### src/rtl/accel_regs_pkg.sv
// constants, register layout and carrier types of the accelerometer control register bank
// Functional notes
// - every register is 8 bits; each address is read-write, read-only or reserved.
// - a 7-bit address from the serial command selects registers for reads and writes.
// - identity register at 0x0f always returns a fixed 8-bit identifier.
// - factory calibration reloads at power-up; host should not alter boot-loaded registers.
// - rate_select 0 gives 100 Hz sample rate, 1 gives 400 Hz.
// - power_active 0 holds power-down (reset), 1 enters active measurement.
// - range_select chooses between two full-scale ranges, resets to 0.
// - either self-test bit applies stimulus; clearing both returns to normal measurement.
// - per-axis enables gate sample_ready for their axis; all reset to 1.
// - three_wire_select 0 sends read data on serial_out_pin, 1 on shared_data_pin.
// - writing reboot 1 copies factory trims into trimming registers, then self-clears.
// - filtered_output_select 1 feeds high-pass data to outputs; 0 bypasses filter.
// - hp_event1/2_enable route filtered data to their event generator; 0 bypasses.
// - hp_cutoff_select codes 00..11 halve cut-off: 2..0.25 Hz or 8..1 Hz.
// - reading the filter-reset address zeroes filter state; read data is meaningless.
// - status sets per-axis and combined data-available and overrun flags.
package accel_regs_pkg;

    localparam int ADDR_W = 7;
    localparam int DATA_W = 8;
    localparam int TRIM_N = 4;

    localparam logic [6:0] ADDR_IDENTITY  = 7'h0f;
    localparam logic [6:0] ADDR_CTRL1     = 7'h20;
    localparam logic [6:0] ADDR_CTRL2     = 7'h21;
    localparam logic [6:0] ADDR_PAD_CTRL  = 7'h22;
    localparam logic [6:0] ADDR_HP_RESET  = 7'h23;
    localparam logic [6:0] ADDR_STATUS    = 7'h27;
    localparam logic [6:0] ADDR_X         = 7'h29;
    localparam logic [6:0] ADDR_Y         = 7'h2b;
    localparam logic [6:0] ADDR_Z         = 7'h2d;
    localparam logic [6:0] ADDR_EV1_CFG   = 7'h30;
    localparam logic [6:0] ADDR_EV1_SRC   = 7'h31;
    localparam logic [6:0] ADDR_EV1_THS   = 7'h32;
    localparam logic [6:0] ADDR_EV1_DUR   = 7'h33;
    localparam logic [6:0] ADDR_EV2_CFG   = 7'h34;
    localparam logic [6:0] ADDR_EV2_SRC   = 7'h35;
    localparam logic [6:0] ADDR_EV2_THS   = 7'h36;
    localparam logic [6:0] ADDR_EV2_DUR   = 7'h37;

    localparam logic [7:0] RST_CTRL1 = 8'h07;
    localparam logic [7:0] RST_ZERO  = 8'h00;

    // identifier value is arbitrary
    localparam logic [7:0] IDENTITY_VALUE = 8'h5a;

    localparam real HP_CUTOFF_HZ_100 = 2.0;
    localparam real HP_CUTOFF_HZ_400 = 8.0;

    typedef struct packed {
        logic       rate_select;
        logic       power_active;
        logic       range_select;
        logic       self_test_plus;
        logic       self_test_minus;
        logic       axis_z_enable;
        logic       axis_y_enable;
        logic       axis_x_enable;
    } ctrl1_t;

    typedef struct packed {
        logic       three_wire_select;
        logic       reboot;
        logic       filtered_output_select;
        logic       hp_event2_enable;
        logic       hp_event1_enable;
        logic       unused2;
        logic [1:0] hp_cutoff_select;
    } ctrl2_t;

    typedef struct packed {
        logic       zyx_overrun;
        logic       z_overrun;
        logic       y_overrun;
        logic       x_overrun;
        logic       zyx_ready;
        logic       z_ready;
        logic       y_ready;
        logic       x_ready;
    } status_t;

    typedef struct packed {
        logic       wr;
        logic       rd;
        logic [6:0] addr;
        logic [7:0] wdata;
    } reg_req_t;

    typedef struct packed {
        logic [7:0] x;
        logic [7:0] y;
        logic [7:0] z;
    } sample_t;

    typedef enum logic [2:0] {
        BOOT_IDLE = 3'b001,
        BOOT_COPY = 3'b010,
        BOOT_DONE = 3'b100
    } boot_state_t;

    function automatic logic is_writable(input logic [6:0] a);
        is_writable = (a == ADDR_CTRL1) || (a == ADDR_CTRL2) || (a == ADDR_PAD_CTRL)
                   || (a == ADDR_EV1_CFG) || (a == ADDR_EV1_THS) || (a == ADDR_EV1_DUR)
                   || (a == ADDR_EV2_CFG) || (a == ADDR_EV2_THS) || (a == ADDR_EV2_DUR);
    endfunction

endpackage

### src/rtl/accel_control_register_map.sv
// register bank of the accelerometer: control, status, samples and boot trim restore
`timescale 1ns/1ps
module accel_control_register_map
    import accel_regs_pkg::*;
(
    input  wire logic        i_clk,
    input  wire logic        i_srst,
    input  wire reg_req_t    i_req,
    output logic [7:0]       o_rdata,
    output logic             o_rvalid,
    input  wire logic        i_sample_strobe,
    input  wire sample_t     i_sample,
    input  wire logic [7:0]  i_ev1_source,
    input  wire logic [7:0]  i_ev2_source,
    input  wire logic [7:0]  i_trim_rom [TRIM_N],
    output logic [7:0]       o_trim [TRIM_N],
    output ctrl1_t           o_ctrl1,
    output ctrl2_t           o_ctrl2,
    output logic [7:0]       o_pad_ctrl,
    output logic [7:0]       o_ev_cfg [2],
    output logic [7:0]       o_ev_ths [2],
    output logic [7:0]       o_ev_dur [2],
    output logic             o_hp_filter_clear,
    output logic             o_ev1_ack,
    output logic             o_ev2_ack,
    output logic             o_sample_ready,
    output logic             o_data_on_shared_pin,
    output logic             o_boot_busy
);

    typedef struct packed {
        ctrl1_t       ctrl1;
        ctrl2_t       ctrl2;
        logic [7:0]   pad_ctrl;
        logic [7:0]   ev1_cfg;
        logic [7:0]   ev1_ths;
        logic [7:0]   ev1_dur;
        logic [7:0]   ev2_cfg;
        logic [7:0]   ev2_ths;
        logic [7:0]   ev2_dur;
        status_t      status;
        sample_t      sample;
        logic [7:0]   rdata;
        logic         rvalid;
        logic         hp_clear;
        logic         ack1;
        logic         ack2;
        logic         ready;
        boot_state_t  boot;
        logic [1:0]   trim_idx;
        logic [TRIM_N*DATA_W-1:0] trim;
    } state_t;

    state_t state_r;
    state_t state_nxt;

    always_comb begin
        logic [7:0] rd;
        status_t    st;
        rd = RST_ZERO;
        st = state_r.status;
        state_nxt = state_r;
        state_nxt.rvalid = 1'b0;
        state_nxt.hp_clear = 1'b0;
        state_nxt.ack1 = 1'b0;
        state_nxt.ack2 = 1'b0;
        state_nxt.ready = 1'b0;

        // reading clears flags; a new sample in the same cycle sets them again below
        if (i_req.rd) begin
            unique case (i_req.addr)
                ADDR_IDENTITY: rd = IDENTITY_VALUE;
                ADDR_CTRL1:    rd = state_r.ctrl1;
                ADDR_CTRL2:    rd = state_r.ctrl2;
                ADDR_PAD_CTRL: rd = state_r.pad_ctrl;
                ADDR_HP_RESET: state_nxt.hp_clear = 1'b1;
                ADDR_STATUS:   begin
                    rd = state_r.status;
                    st = RST_ZERO;
                end
                ADDR_X: begin
                    rd = state_r.sample.x;
                    st.x_ready = 1'b0;
                    st.x_overrun = 1'b0;
                end
                ADDR_Y: begin
                    rd = state_r.sample.y;
                    st.y_ready = 1'b0;
                    st.y_overrun = 1'b0;
                end
                ADDR_Z: begin
                    rd = state_r.sample.z;
                    st.z_ready = 1'b0;
                    st.z_overrun = 1'b0;
                end
                ADDR_EV1_CFG:  rd = state_r.ev1_cfg;
                ADDR_EV1_SRC:  begin
                    rd = i_ev1_source;
                    state_nxt.ack1 = 1'b1;
                end
                ADDR_EV1_THS:  rd = state_r.ev1_ths;
                ADDR_EV1_DUR:  rd = state_r.ev1_dur;
                ADDR_EV2_CFG:  rd = state_r.ev2_cfg;
                ADDR_EV2_SRC:  begin
                    rd = i_ev2_source;
                    state_nxt.ack2 = 1'b1;
                end
                ADDR_EV2_THS:  rd = state_r.ev2_ths;
                ADDR_EV2_DUR:  rd = state_r.ev2_dur;
                default:       rd = RST_ZERO;
            endcase
            state_nxt.rdata = rd;
            state_nxt.rvalid = 1'b1;
        end

        // sample arrival while powered: all axes stored, flags for enabled axes only; overrun if previous unread, set beats clear
        if (i_sample_strobe && state_r.ctrl1.power_active) begin
            state_nxt.sample = i_sample;
            if (state_r.ctrl1.axis_x_enable) begin
                st.x_overrun = st.x_overrun | state_r.status.x_ready;
                st.x_ready = 1'b1;
            end
            if (state_r.ctrl1.axis_y_enable) begin
                st.y_overrun = st.y_overrun | state_r.status.y_ready;
                st.y_ready = 1'b1;
            end
            if (state_r.ctrl1.axis_z_enable) begin
                st.z_overrun = st.z_overrun | state_r.status.z_ready;
                st.z_ready = 1'b1;
            end
            state_nxt.ready = |{state_r.ctrl1.axis_x_enable, state_r.ctrl1.axis_y_enable,
                                state_r.ctrl1.axis_z_enable};
        end
        st.zyx_ready = st.x_ready | st.y_ready | st.z_ready;
        st.zyx_overrun = st.x_overrun | st.y_overrun | st.z_overrun;
        state_nxt.status = st;

        // writes land only on read-write addresses; reserved and read-only are dropped
        if (i_req.wr && is_writable(i_req.addr)) begin
            unique case (i_req.addr)
                ADDR_CTRL1:    state_nxt.ctrl1 = i_req.wdata;
                ADDR_CTRL2:    state_nxt.ctrl2 = i_req.wdata;
                ADDR_PAD_CTRL: state_nxt.pad_ctrl = i_req.wdata;
                ADDR_EV1_CFG:  state_nxt.ev1_cfg = i_req.wdata;
                ADDR_EV1_THS:  state_nxt.ev1_ths = i_req.wdata;
                ADDR_EV1_DUR:  state_nxt.ev1_dur = i_req.wdata;
                ADDR_EV2_CFG:  state_nxt.ev2_cfg = i_req.wdata;
                ADDR_EV2_THS:  state_nxt.ev2_ths = i_req.wdata;
                default:       state_nxt.ev2_dur = i_req.wdata;
            endcase
        end

        // trim copy, one word per cycle; a boot in progress keeps reboot set
        unique case (state_r.boot)
            BOOT_IDLE: begin
                if (state_r.ctrl2.reboot) begin
                    state_nxt.boot = BOOT_COPY;
                    state_nxt.trim_idx = '0;
                end
            end
            BOOT_COPY: begin
                state_nxt.trim[state_r.trim_idx*DATA_W +: DATA_W] = i_trim_rom[state_r.trim_idx];
                state_nxt.trim_idx = state_r.trim_idx + 2'd1;
                state_nxt.ctrl2.reboot = 1'b1;
                if (state_r.trim_idx == 2'(TRIM_N - 1)) begin
                    state_nxt.boot = BOOT_DONE;
                end
            end
            BOOT_DONE: begin
                state_nxt.ctrl2.reboot = 1'b0;
                state_nxt.boot = BOOT_IDLE;
            end
            default: state_nxt.boot = BOOT_IDLE;
        endcase
    end

    always_ff @(posedge i_clk) begin
        if (i_srst) begin
            state_nxt_apply_reset: begin
                state_r <= '0;
                state_r.ctrl1 <= RST_CTRL1;
                // power-up restores trims by starting a boot copy
                state_r.ctrl2.reboot <= 1'b1;
                state_r.boot <= BOOT_IDLE;
            end
        end else begin
            state_r <= state_nxt;
        end
    end

    always_comb begin
        for (int i = 0; i < TRIM_N; i++) begin
            o_trim[i] = state_r.trim[i*DATA_W +: DATA_W];
        end
    end

    assign o_rdata              = state_r.rdata;
    assign o_rvalid             = state_r.rvalid;
    assign o_ctrl1              = state_r.ctrl1;
    assign o_ctrl2              = state_r.ctrl2;
    assign o_pad_ctrl           = state_r.pad_ctrl;
    assign o_ev_cfg[0]          = state_r.ev1_cfg;
    assign o_ev_cfg[1]          = state_r.ev2_cfg;
    assign o_ev_ths[0]          = state_r.ev1_ths;
    assign o_ev_ths[1]          = state_r.ev2_ths;
    assign o_ev_dur[0]          = state_r.ev1_dur;
    assign o_ev_dur[1]          = state_r.ev2_dur;
    assign o_hp_filter_clear    = state_r.hp_clear;
    assign o_ev1_ack            = state_r.ack1;
    assign o_ev2_ack            = state_r.ack2;
    assign o_sample_ready       = state_r.ready;
    assign o_data_on_shared_pin = state_r.ctrl2.three_wire_select;
    assign o_boot_busy          = state_r.ctrl2.reboot;

endmodule

### config.mk
export PLATFORM = sky130hd
export DESIGN_NAME = accel_control_register_map
export DESIGN_NICKNAME = d
export VERILOG_FILES = /design/src/rtl/accel_regs_pkg.sv /design/src/rtl/accel_control_register_map.sv
export SDC_FILE = /design/constraint.sdc
export NUM_CORES = 1
export LEC_CHECK = 0
export BUFFER_PORTS_ARGS = -buffer_cell sky130_fd_sc_hd__buf_2
export CAP_MARGIN = 20
export CORE_AREA = 2 2 169 204
export DETAILED_ROUTE_END_ITERATION = 10
export DIE_AREA = 0 0 171 206
export GPL_TIMING_DRIVEN = 0
export PLACE_DENSITY = 0.39
export SLEW_MARGIN = 25
export SYNTH_ARGS = -nofsm -noshare
export SYNTH_HDL_FRONTEND = slang
export SYNTH_SLANG_ARGS = --single-unit
### constraint.sdc
create_clock -name i_clk -period 4.84 [get_ports i_clk]
set_input_delay 0 -clock i_clk [delete_from_list [all_inputs] [get_ports i_clk]]
set_output_delay 0 -clock i_clk [all_outputs]
set_load 0.01 [all_outputs]
Word-level counts from Yosys, hierarchy flattened
Index checks and enable logic that the tools add are counted.
Cells by class
  mux-type cells: 39
  shifts and indexed selects: 2
  reduce and logical (&&, ||, !) cells: 32
  bitwise logic cells: 11
  equal/unequal tests: 23
  add/subtract/negate cells: 2
  $lt $le $gt $ge: 1
Operator list (count)
  $pmux W8 S16: 1
  $eq A7 B6 Y1 const B: 16
  $mux W8: 9
  $mux W63: 1
  $neg A5 Y34: 1
  $shift A8 B34 Y32 const A: 1
  $shiftx A8 B34 Y32: 1
  $bwmux W32: 1
  $reduce_and A2 Y1: 12
  $bmux W8 S2: 1
  $mux W1: 16
  $mux W7: 2
  $reduce_or A2 Y1: 5
  $mux W3: 3
  $logic_or A1 B1 Y1: 8
  $reduce_or A8 Y1: 1
  $eq A7 B4 Y1 const B: 1
  $or A1 B1 Y1: 7
  $pmux W3 S2: 1
  $reduce_bool A3 Y1: 2
  $mux W5: 1
  $mux W4: 1
  $ne A2 B2 Y1 const B: 2
  $pmux W2 S2: 1
  12 further kinds: 15
Storage, ports and cells
  flip-flop bits (word level): 154
  output and inout bits: 119
  logic and storage cells: 152
  input port bits: 92

Longest topological paths before layout
Gate-level depths: netlist (run 1).
  depth in word-level cells: 12
  gate-level depth with buffers: 8
  gate-level depth less buffers: 6

Least setup slack after synthesis (run 1)
Ideal clock, no wire load.
  kind: reg2reg
  start: register state_r[33] in the netlist's numbering
  end: register state_r, in the netlist o_trim[16]
  buffers on the path: 1
  slack: 2846 ps
  stages on the path, launching flop included: 7
  clock period less this slack: 1994 ps
  library setup time: 66 ps
  required time: 4774 ps
  arrival time: 1927 ps
  cells stage by stage: dfxtp_1 clkbuf_1 inv_1 ha_1 nor4b_2 a22oi_1 nor2_1
On the way
  word-level cells in the longest chain between the ends: 6
  elaborated cells on any way between the ends: 8
  classes of those cells: add/sub: 1; shift: 2; mux: 4; bitwise: 1
RTL lines
  from (decl): line accel_control_register_map.sv:54  | state_t state_r;
  from (signal assigned): line accel_control_register_map.sv:187  | state_r <= state_nxt;
  parallel branches: the longest is 5 deep, another holds $neg A5 Y34
  $bwmux W32 (*): line accel_control_register_map.sv:162  | state_nxt.trim[state_r.trim_idx*DATA_W +: DATA_W] = i_trim_rom[state_r.trim_idx];
Every way passes the cells marked *. The select of a mux whose other input is x is not followed.
A chain may end at the register's enable or synchronous reset.

Final worst setup path (run 1)
Ends and elaborated chain as after synthesis.

==> flow_summary_export.csv, run 1 <==
group,metric,value,unit
floorplan,coreArea,0.0335,mm^2
clocking,clkSinkCount,154,
worst_setup_path,worstRegToRegCells,6,
global_route,grt_usage,0.203,
clocking,clk_pin_slew_worst_paths,0.06,ns
synth,yosys_warnings,0,
clocking,cts_buffers,17,
cells_and_area,fin_nets,1288,
worst_setup_path,arrival,3.06,ns
placed_design,placement.io_buffers,198,
cells_and_area,diodes,0,
timing,slew_violations,0,
timing,clock_skew,0.0136,ns
global_route,grt_pass1_wl,51.6,mm
synth,syn_nets,1045,
cells_and_area,drive_gt1_frac,0.342,
worst_setup_path,worstSetupPathType,"reg2reg",
power,leakage,4.66,nW
floorplan,die_y,206,um
outcome,outcome,"finished clean",
synth,async_flop_share,0,
drt,remaining_drc_errors,0,
drt,avgViaCountPerCell,4.72,
clocking,postCtsSetupBuffers,0,
worst_setup_path,end_kind,"flop",
synth,synthFlopType,"dfxtp_1",
floorplan,io_pins,211,
synth,synth_edf_count,0,
worst_setup_path,cpPeakStageDelay,0.76,ns
cells_and_area,fillCellCount,3722,
synth,ys_top_cells_by_area,"dfxtp_1, buf_4, mux2i_1",
synth,seq_area_frac_synth,0.374,
synth,synth_cell_type_count,78,
clocking,cts_tree,"yes",
min_path,hold_depth,4,
global_route,grt_max_degree,17,
worst_setup_path,start_kind,"flop",
timing,max_freq,372,MHz
synth,synth_largest_area_cell,"dfxtp_1",
drt,drt-total-wl,36.0,mm
floorplan,die_w,171,um
global_route,overflow,0,
synth,avgSynthCellArea,8.70,um^2
timing,tns,0,ns
global_route,grt_pass1_vias,7602,
floorplan,dieArea,0.0352,mm^2
drt,first_iter_violations,479,
cells_and_area,fin_util,0.319,
worst_setup_path,crit_chain,"clkbuf_1 > inv_1 > ha_1 > nor4b_2 > a22oi_1 > nor2_1",
drt,wl_per_cell,21.7,um
job,maxCapViolations,0,
power,power.total,0.00308,W
global_route,antenna_found_initial,0,
drt,firstDrtPassIters,5,
clocking,insertion_delay,0.44,ns
synth,synthCells,947,
placed_design,gp_congestion,0.892,
drt,detail-route-antenna-nets,0,
clocking,root_buffer,"clkbuf_16",
cells_and_area,layout_common_cells,"buf_2, dfxtp_1, buf_4",
placed_design,dp.final_hpwl,27.9,mm
worst_setup_path,crit_fanout,10,
synth,ys_ff_latch,154,
floorplan,start_util,0.246,
floorplan,rows,74,
clocking,htree_levels,4,
timing,tightest_slew,1.06,ns
timing,setup_violations,0,
synth,yosysTopAreaCellShare,0.374,
min_path,hp-class,"in2reg",
timing,hold_viol,0,
timing,timing.final.crit_share,0.556,
power,p_per_area,288,mW/mm^2
timing,maxSlewHeadroom,0.288,
drt,route.vias.total,7835,
timing,period_minus_slack,2.69,ns
cells_and_area,area_growth_syn_to_layout,29.8,%
power,ir_drop,0.227,mV
worst_setup_path,cp_data_required_time,5.21,ns
cells_and_area,layout_commonest_cell,"buf_2",
worst_setup_path,worst_path_max_delay_cell,"nor4b_2",
clocking,clk_path_buf_depth,2,
timing,rsz0062_at_grt,"false",
synth,syn_area,0.00824,mm^2
[registers in the layout, summed over array words and instances (netlist names), 6 cells and up]
register and count:
o_ctrl1 8, o_ctrl2 6, o_ev_dur 16, o_rdata 8, o_pad_ctrl 8, state_r 37, o_ev_ths 16, o_trim 32
o_ev_cfg 16
[critical path, delay by kind of cell, from the launching register on]
| kind | cells | cell delay [ns] |
|---|---|---|
| flops | 1 | 0.45 |
| fa+ha+maj | 1 | 0.49 |
| compound gates | 1 | 0.15 |
| simple gates | 2 | 0.90 |
| buf+inv | 2 | 0.63 |
[logic make-up after synthesis]
| group | share of synthesized area |
|---|---|
| compound gates | 0.166 |
| xor+xnor | 0.00213 |
| fa+ha+maj | 0.00911 |
| buf+inv | 0.148 |
| flops | 0.374 |
| mux | 0.104 |
| simple gates | 0.197 |
[per-layer routing]
layer / vias up / global-route usage / share of wire
li1: 3734 / - / -
met1: 3731 / 0.243 / 0.41
met2: 328 / 0.359 / 0.50
met3: 42 / 0.0427 / 0.064
met4: 0 / 0.0660 / 0.026
met5: - / 0 / 0
[power breakdown]
group | internal, W | total [W] | switching [W]
logic | 0.000120 | 0.000321 | 0.000201
registers | 0.00128 | 0.00129 | 0.00000921
clock network | 0.000884 | 0.00147 | 0.000585
[what timing repair did]
item | CTS | global route
hold buffers | 26 | 0
gates resized for setup | 0 | 0
hold endpoints to repair | 28 | 0
[through the flow]
stage               cell area, um^2  cells  hold slack (ns)  setup slack [ns]
finish                        10700   1659           0.0531              2.15
global route                  10700   1659            0.101              1.83
CTS                           10700   1659           0.0415              2.09
detailed placement             9800   1601            0.246              2.11
global placement               9800   1601            0.251              2.13
floorplan                      8240    947            0.123              2.85
[final cells by class]
| cell class | instances | area [um^2] | area share |
|---|---|---|---|
| inverters | 13 | 48.8 | 0.00456 |
| plain buffers | 181 | 1170 | 0.109 |
| well taps | 456 | 571 | 0.0534 |
| clock inverters | 12 | 185 | 0.0173 |
| flip-flops and latches | 154 | 3080 | 0.288 |
| multi-input cells | 599 | 3940 | 0.368 |
| repair buffers | 224 | 1250 | 0.117 |
| clock buffers | 20 | 447 | 0.0418 |
[cell usage after synthesis, drive strengths merged (9+ instances only)]
| cell type | instances |
|---|---|
| o21ai | 42 |
| nor2 | 106 |
| mux4 | 9 |
| nor3 | 11 |
| mux2i | 54 |
| nand3 | 22 |
| buf | 139 |
| a22oi | 38 |
| clkbuf | 42 |
| dfxtp | 154 |
| mux2 | 10 |
| a21oi | 55 |
| nand2 | 101 |
| inv | 13 |
[worst paths after layout]
kind | startpoint | end | slack (ns)
setup / recovery | state_r[33] | o_trim[16] | 2.15
hold / removal | i_sample_strobe | state_r[53] | 0.05
setup reg to reg | state_r[33] | o_trim[16] | 2.15
hold reg to reg | state_r[55] | state_r[55] | 0.46
(Power assumes the default switching activity.)
==> run 2, diff against run 1 <==
--- a/config.mk
+++ b/config.mk
@@ -11,7 +11,7 @@
 export DETAILED_ROUTE_END_ITERATION = 10
 export DIE_AREA = 0 0 171 206
 export GPL_TIMING_DRIVEN = 0
-export PLACE_DENSITY = 0.39
+export PLACE_DENSITY = 0.41
 export SLEW_MARGIN = 25
 export SYNTH_ARGS = -nofsm -noshare
 export SYNTH_HDL_FRONTEND = slang
==> constraint.sdc (replaced) <==
create_clock -name i_clk -period 2.4 [get_ports i_clk]
set_input_delay 0 -clock i_clk [delete_from_list [all_inputs] [get_ports i_clk]]
set_output_delay 0 -clock i_clk [all_outputs]
set_load 0.01 [all_outputs]
==> run 2 against run 1 <==
Compared with the run above: design area grew 0.17%; maximum frequency up 24%; register-to-register slack got worse by 1.9 ns; utilization grew 0.056 points; worst setup slack lost 1.9 ns; via count is 1.1% higher; flip-flop and latch count did not move; cell count increased by 0.30%; clock skew shrank 0.0020 ns; non-clock buffer count grew 5; sequential share of layout area is 0.050 points lower.
==> flow_summary_export.csv, run 2 (same netlist as run 1, synthesis figures left out) <==
group,metric,value,unit
drt,dr_wl_met2,18.0,mm
drt,route.vias.total,7922,
placed_design,dp.final_hpwl,28.3,mm
global_route,grt_pass1_vias,7722,
global_route,antenna_found_initial,0,
placed_design,placement.io_buffers,198,
drt,first_iter_violations,613,
timing,holdWs,0.0484,ns
timing,max_freq,460,MHz
cells_and_area,largest_reg_flops,37,
worst_setup_path,worstSetupPathType,"reg2reg",
clocking,insertion_delay,0.43,ns
timing,clock_skew,0.0116,ns
drt,firstDrtPassIters,5,
cells_and_area,layout_common_cells,"buf_2, dfxtp_1, buf_4",
floorplan,rows,74,
drt,wl_per_cell,21.7,um
power,power.total,0.00603,W
worst_setup_path,worstRegToRegCells,7,
global_route,overflow,0,
worst_setup_path,arrival,2.54,ns
drt,met1_length,14.9,mm
floorplan,io_pins,211,
timing,period_minus_slack,2.17,ns
clocking,clk_path_buf_depth,2,
timing,hold_viol,0,
power,p_per_area,563,mW/mm^2
clocking,root_buffer,"clkbuf_16",
worst_setup_path,worst_path_max_delay_cell,"ha_1",
clocking,htree_levels,4,
cells_and_area,top_register,"state_r",
floorplan,die_w,171,um
timing,maxSlewHeadroom,0.337,
floorplan,coreArea,0.0335,mm^2
drt,avgViaCountPerCell,4.76,
drt,wl_met3,2.25,mm
timing,tightest_slew,0.986,ns
timing,tns,0,ns
worst_setup_path,reg2reg_to,"o_trim[14]",
drt,remaining_drc_errors,0,
placed_design,place_area,0.00980,mm^2
worst_setup_path,startpoint,"state_r[32]",
worst_setup_path,cpPeakStageDelay,0.52,ns
power,ir_drop,0.416,mV
clocking,cts_tree,"yes",
worst_setup_path,rrSetupSlack,0.23,ns
cells_and_area,diodes,0,
drt,dr.max_layer_used,"met4",
worst_setup_path,cp_data_required_time,2.77,ns
job,maxCapViolations,0,
worst_setup_path,worstSetupEndpoint,"o_trim[14]",
global_route,grt_pass1_wl,51.8,mm
worst_setup_path,r2r_start,"state_r[32]",
drt,detail-route-antenna-nets,0,
cells_and_area,stdcell_area,0.0107,mm^2
worst_setup_path,crit_chain,"clkbuf_1 > inv_1 > ha_1 > nor4b_4 > buf_4 > a22oi_1 > nor2_1",
floorplan,start_util,0.246,
global_route,grt_usage,0.204,
placed_design,gp_congestion,0.899,
timing,timing.final.crit_share,0.906,
floorplan,die_y,206,um
worst_setup_path,end_kind,"flop",
power,leakage,4.70,nW
cells_and_area,area_growth_syn_to_layout,30.0,%
global_route,grt_max_degree,17,
cells_and_area,fin_nets,1293,
clocking,clkSinkCount,154,
cells_and_area,drive_gt1_frac,0.346,
outcome,outcome,"finished clean",
cells_and_area,fillCellCount,3678,
timing,setup_violations,0,
timing,slew_violations,0,
clocking,clk_pin_slew_worst_paths,0.07,ns
worst_setup_path,start_kind,"flop",
cells_and_area,layout_commonest_cell,"buf_2",
worst_setup_path,crit_fanout,8,
drt,drt-total-wl,36.1,mm
clocking,cts_buffers,17,
cells_and_area,fin_util,0.320,
min_path,hp-class,"in2reg",
floorplan,dieArea,0.0352,mm^2
timing,rsz0062_at_grt,"false",
-- run 2: cell type report --
| type | count | area [um^2] | area share |
|---|---|---|---|
| buffer | 181 | 1170 | 0.109 |
| clock buffer | 20 | 457 | 0.0426 |
| clock inverter | 12 | 138 | 0.0129 |
| inverter | 13 | 48.8 | 0.00456 |
| multi-input combinational | 599 | 3960 | 0.369 |
| sequential | 154 | 3080 | 0.288 |
| tap | 456 | 571 | 0.0533 |
| timing repair buffer | 229 | 1290 | 0.120 |
-- run 2: what timing repair did --
item,CTS,global route
endpoints found under the setup margin,25,32
hold buffers,26,0
setup buffers,0,5
pin swaps,0,2
hold endpoints to repair,28,0
gates resized for setup,3,0
-- run 2: report_power, final --
group / internal (W) / total, W / switching (W)
clock network: 0.00160 / 0.00278 / 0.00118
logic: 0.000246 / 0.000659 / 0.000412
registers: 0.00258 / 0.00260 / 0.0000186
total: 0.00442 / 0.00603 / 0.00161
-- run 2: worst min-delay path by stage --
stage,from,endpoint,slack (ns),cells after the start
5_1_grt,i_req[5],o_ev_ths[5],0.07,3
3_3_place_gp,i_sample[11],state_r[61],0.25,3
6_report,i_sample_strobe,state_r[51],0.05,4
3_5_place_dp,i_sample[11],state_r[61],0.25,3
4_1_cts,i_sample_strobe,state_r[51],0.05,4
2_1_floorplan,i_req[15],state_r[74],0.12,1
-- run 2: per-stage QoR --
stage / cells / setup slack, ns
floorplan: 947 / 0.406
global placement: 1601 / -0.321
detailed placement: 1601 / -0.312
CTS: 1659 / 0.0425
global route: 1664 / 0.00702
finish: 1664 / 0.226
-- run 2: critical path: cells and delay by family (launching register included) --
family	cells	cell delay [ns]
AND/OR/NAND/NOR	2	0.35
buffers and inverters	3	0.78
AO/OA/AOI/OAI	1	0.08
adder cells (fa/ha/maj)	1	0.52
flip-flops	1	0.38
-- run 2: routing by layer --
layer	vias up	track usage
li1	3742	-
met1	3846	0.244
met2	296	0.359
met3	38	0.0429
met4	0	0.0735
met5	-	0
==> run 3, diff against run 2 <==
--- a/config.mk
+++ b/config.mk
@@ -12,6 +12,7 @@
 export DIE_AREA = 0 0 171 206
 export GPL_TIMING_DRIVEN = 0
 export PLACE_DENSITY = 0.41
+export REMOVE_ABC_BUFFERS = 1
 export SLEW_MARGIN = 25
 export SYNTH_ARGS = -nofsm -noshare
 export SYNTH_HDL_FRONTEND = slang
==> run 3 against run 2 <==
Compared with the run above: worst setup slack worse by 0.032 ns; largest power group unchanged; maximum frequency decreased by 1.4%; clock skew is 0.0020 ns higher.
==> flow_summary_export.csv, run 3 (same netlist as run 1, synthesis figures left out) <==
group,metric,value,unit
timing,rsz0062_at_grt,"false",
min_path,hp-class,"in2reg",
timing,setup_violations,0,
placed_design,placement.io_buffers,210,
power,power.total,0.00590,W
power,power_frac_seq,0.443,
clocking,cts_tree,"yes",
floorplan,coreArea,0.0335,mm^2
clocking,clk_path_buf_depth,2,
global_route,grt_max_degree,73,
worst_setup_path,end_kind,"flop",
cells_and_area,fin_nets,1130,
cells_and_area,multiInputGateArea,0.00399,mm^2
worst_setup_path,crit_fanout,45,
drt,detail-route-antenna-nets,0,
clocking,postCtsSetupBuffers,0,
cells_and_area,drive_gt1_frac,0.282,
floorplan,rows,74,
drt,met1_length,12.9,mm
cells_and_area,diodes,0,
drt,firstDrtPassIters,5,
timing,slew_violations,0,
worst_setup_path,worst_path_max_delay_cell,"nand2_1",
floorplan,io_pins,211,
drt,dr.max_layer_used,"met4",
cells_and_area,stdcell_area,0.00972,mm^2
power,p_per_area,606,mW/mm^2
power,pwr-share-comb,0.097,
timing,hold_viol,0,
power,leakage,4.01,nW
cells_and_area,fillCellCount,3700,
worst_setup_path,start_kind,"primary input",
timing,tightest_slew,1.05,ns
power,power.internal,0.00436,W
cells_and_area,layout_commonest_cell,"buf_2",
global_route,antenna_found_initial,0,
worst_setup_path,worstRegToRegCells,5,
drt,wl_per_cell,20.5,um
cells_and_area,layout_common_cells,"buf_2, dfxtp_1, nor2_1",
drt,drt-total-wl,30.7,mm
drt,dr_wl_met2,14.9,mm
timing,period_minus_slack,2.21,ns
placed_design,place_area,0.00873,mm^2
floorplan,die_w,171,um
cells_and_area,fin_util,0.290,
worst_setup_path,arrival,2.50,ns
timing,timing.final.crit_share,0.919,
cells_and_area,area_growth_syn_to_layout,18.0,%
power,p_sw,0.00154,W
drt,remaining_drc_errors,0,
clocking,root_buffer,"clkbuf_16",
timing,maxSlewHeadroom,0.300,
min_path,hold_depth,3,
drt,wl_met3,2.11,mm
placed_design,gp_congestion,0.821,
worst_setup_path,cpPeakStageDelay,0.62,ns
clocking,clkSinkCount,154,
job,maxCapViolations,0,
power,clock_power_share,0.460,
cells_and_area,top_register,"state_r",
worst_setup_path,worstSetupPathType,"in2reg",
outcome,outcome,"finished clean",
placed_design,dp.final_hpwl,22.0,mm
clocking,htree_levels,4,
drt,avgViaCountPerCell,4.78,
global_route,grt_pass1_vias,7172,
power,switching_share,0.261,
floorplan,die_y,206,um
floorplan,dieArea,0.0352,mm^2
clocking,insertion_delay,0.43,ns
worst_setup_path,cp_top_family,"simple AND/OR/NAND/NOR gates",
power,ir_drop,0.374,mV
placed_design,dp.cells,1433,
cells_and_area,largest_reg_flops,37,
worst_setup_path,path_depth,6,
clocking,clk_pin_slew_worst_paths,0.07,ns
clocking,cts_buffers,17,
floorplan,start_util,0.246,
worst_setup_path,crit_chain,"buf_4 > nor2b_1 > nand2_1 > nor2_4 > mux2i_1 > nor2_1",
timing,clock_skew,0.0136,ns
timing,max_freq,453,MHz
cells_and_area,regArea,0.00309,mm^2
drt,first_iter_violations,404,
global_route,grt_pass1_wl,45.2,mm
worst_setup_path,cp_data_required_time,2.69,ns
drt,route.vias.total,7170,
global_route,overflow,0,
cells_and_area,fin_cells,1501,
worst_setup_path,path_buf_inv,1,
global_route,grt_usage,0.172,
run 3: cell types whose count changed in the layout (fill, tap and decap cells not counted), sizes merged:
cell and change:
buf -132, clkbuf -40, clkinv +1, dlygate4sd3 +10, inv -2
run 3: timing repair:
| action | CTS | global route |
|---|---|---|
| hold buffers | 36 | 0 |
| resized for setup | 8 | 6 |
| endpoints found under the setup margin | 65 | 22 |
| pin swaps | 0 | 1 |
| endpoints found under the hold margin | 107 | 0 |
run 3: per-layer routing:
metal / up-vias / GRT usage
met5: - / 0
met4: 0 / 0.0587
met3: 38 / 0.0448
met2: 260 / 0.293
met1: 3454 / 0.208
li1: 3418 / -
run 3: power groups by stage:
| stage | Sequential (W) | Combinational (W) | Clock [W] |
|---|---|---|---|
| floorplan | 0.00267 | 0.000211 | 0 |
| global placement | 0.00267 | 0.000512 | 0 |
| detailed placement | 0.00267 | 0.000519 | 0 |
| CTS | 0.00261 | 0.000569 | 0.00277 |
| global route | 0.00262 | 0.000613 | 0.00287 |
| finish | 0.00261 | 0.000569 | 0.00271 |
run 3: area by class of cell:
| class | count | share of cell area |
|---|---|---|
| multi-input cells | 599 | 0.410 |
| well taps | 456 | 0.0587 |
| inverters | 13 | 0.00502 |
| clock buffers | 21 | 0.0463 |
| flip-flops and latches | 154 | 0.318 |
| clock inverters | 11 | 0.0125 |
| repair buffers | 247 | 0.150 |
run 3: worst paths after layout:
check	startpoint	endpoint	slack (ns)
setup / recovery	i_req[9]	o_pad_ctrl[1]	0.19
hold / removal	i_req[15]	o_rdata[6]	0.04
setup reg to reg	state_r[32]	o_trim[12]	0.27
hold reg to reg	state_r[53]	state_r[53]	0.46
run 3: through the flow:
| stage | TNS [ns] | setup WS (ns) | hold WS [ns] |
|---|---|---|---|
| after floorplan | 0 | 0.106 | 0.0691 |
| after global placement | -54.25 | -1.12 | 0.247 |
| after detailed placement | -40.43 | -0.681 | 0.248 |
| after CTS | 0 | 0.0775 | 0.0111 |
| after global routing | 0 | 0.0425 | 0.0233 |
| final | 0 | 0.195 | 0.0353 |
run 3: worst min-delay path, delay by kind of cell:
kind	cells	cell delay, ns
and+or+nand+nor	1	0.14
buffers and inverters	1	0.23
AOI/OAI and AO/OA	1	0.05
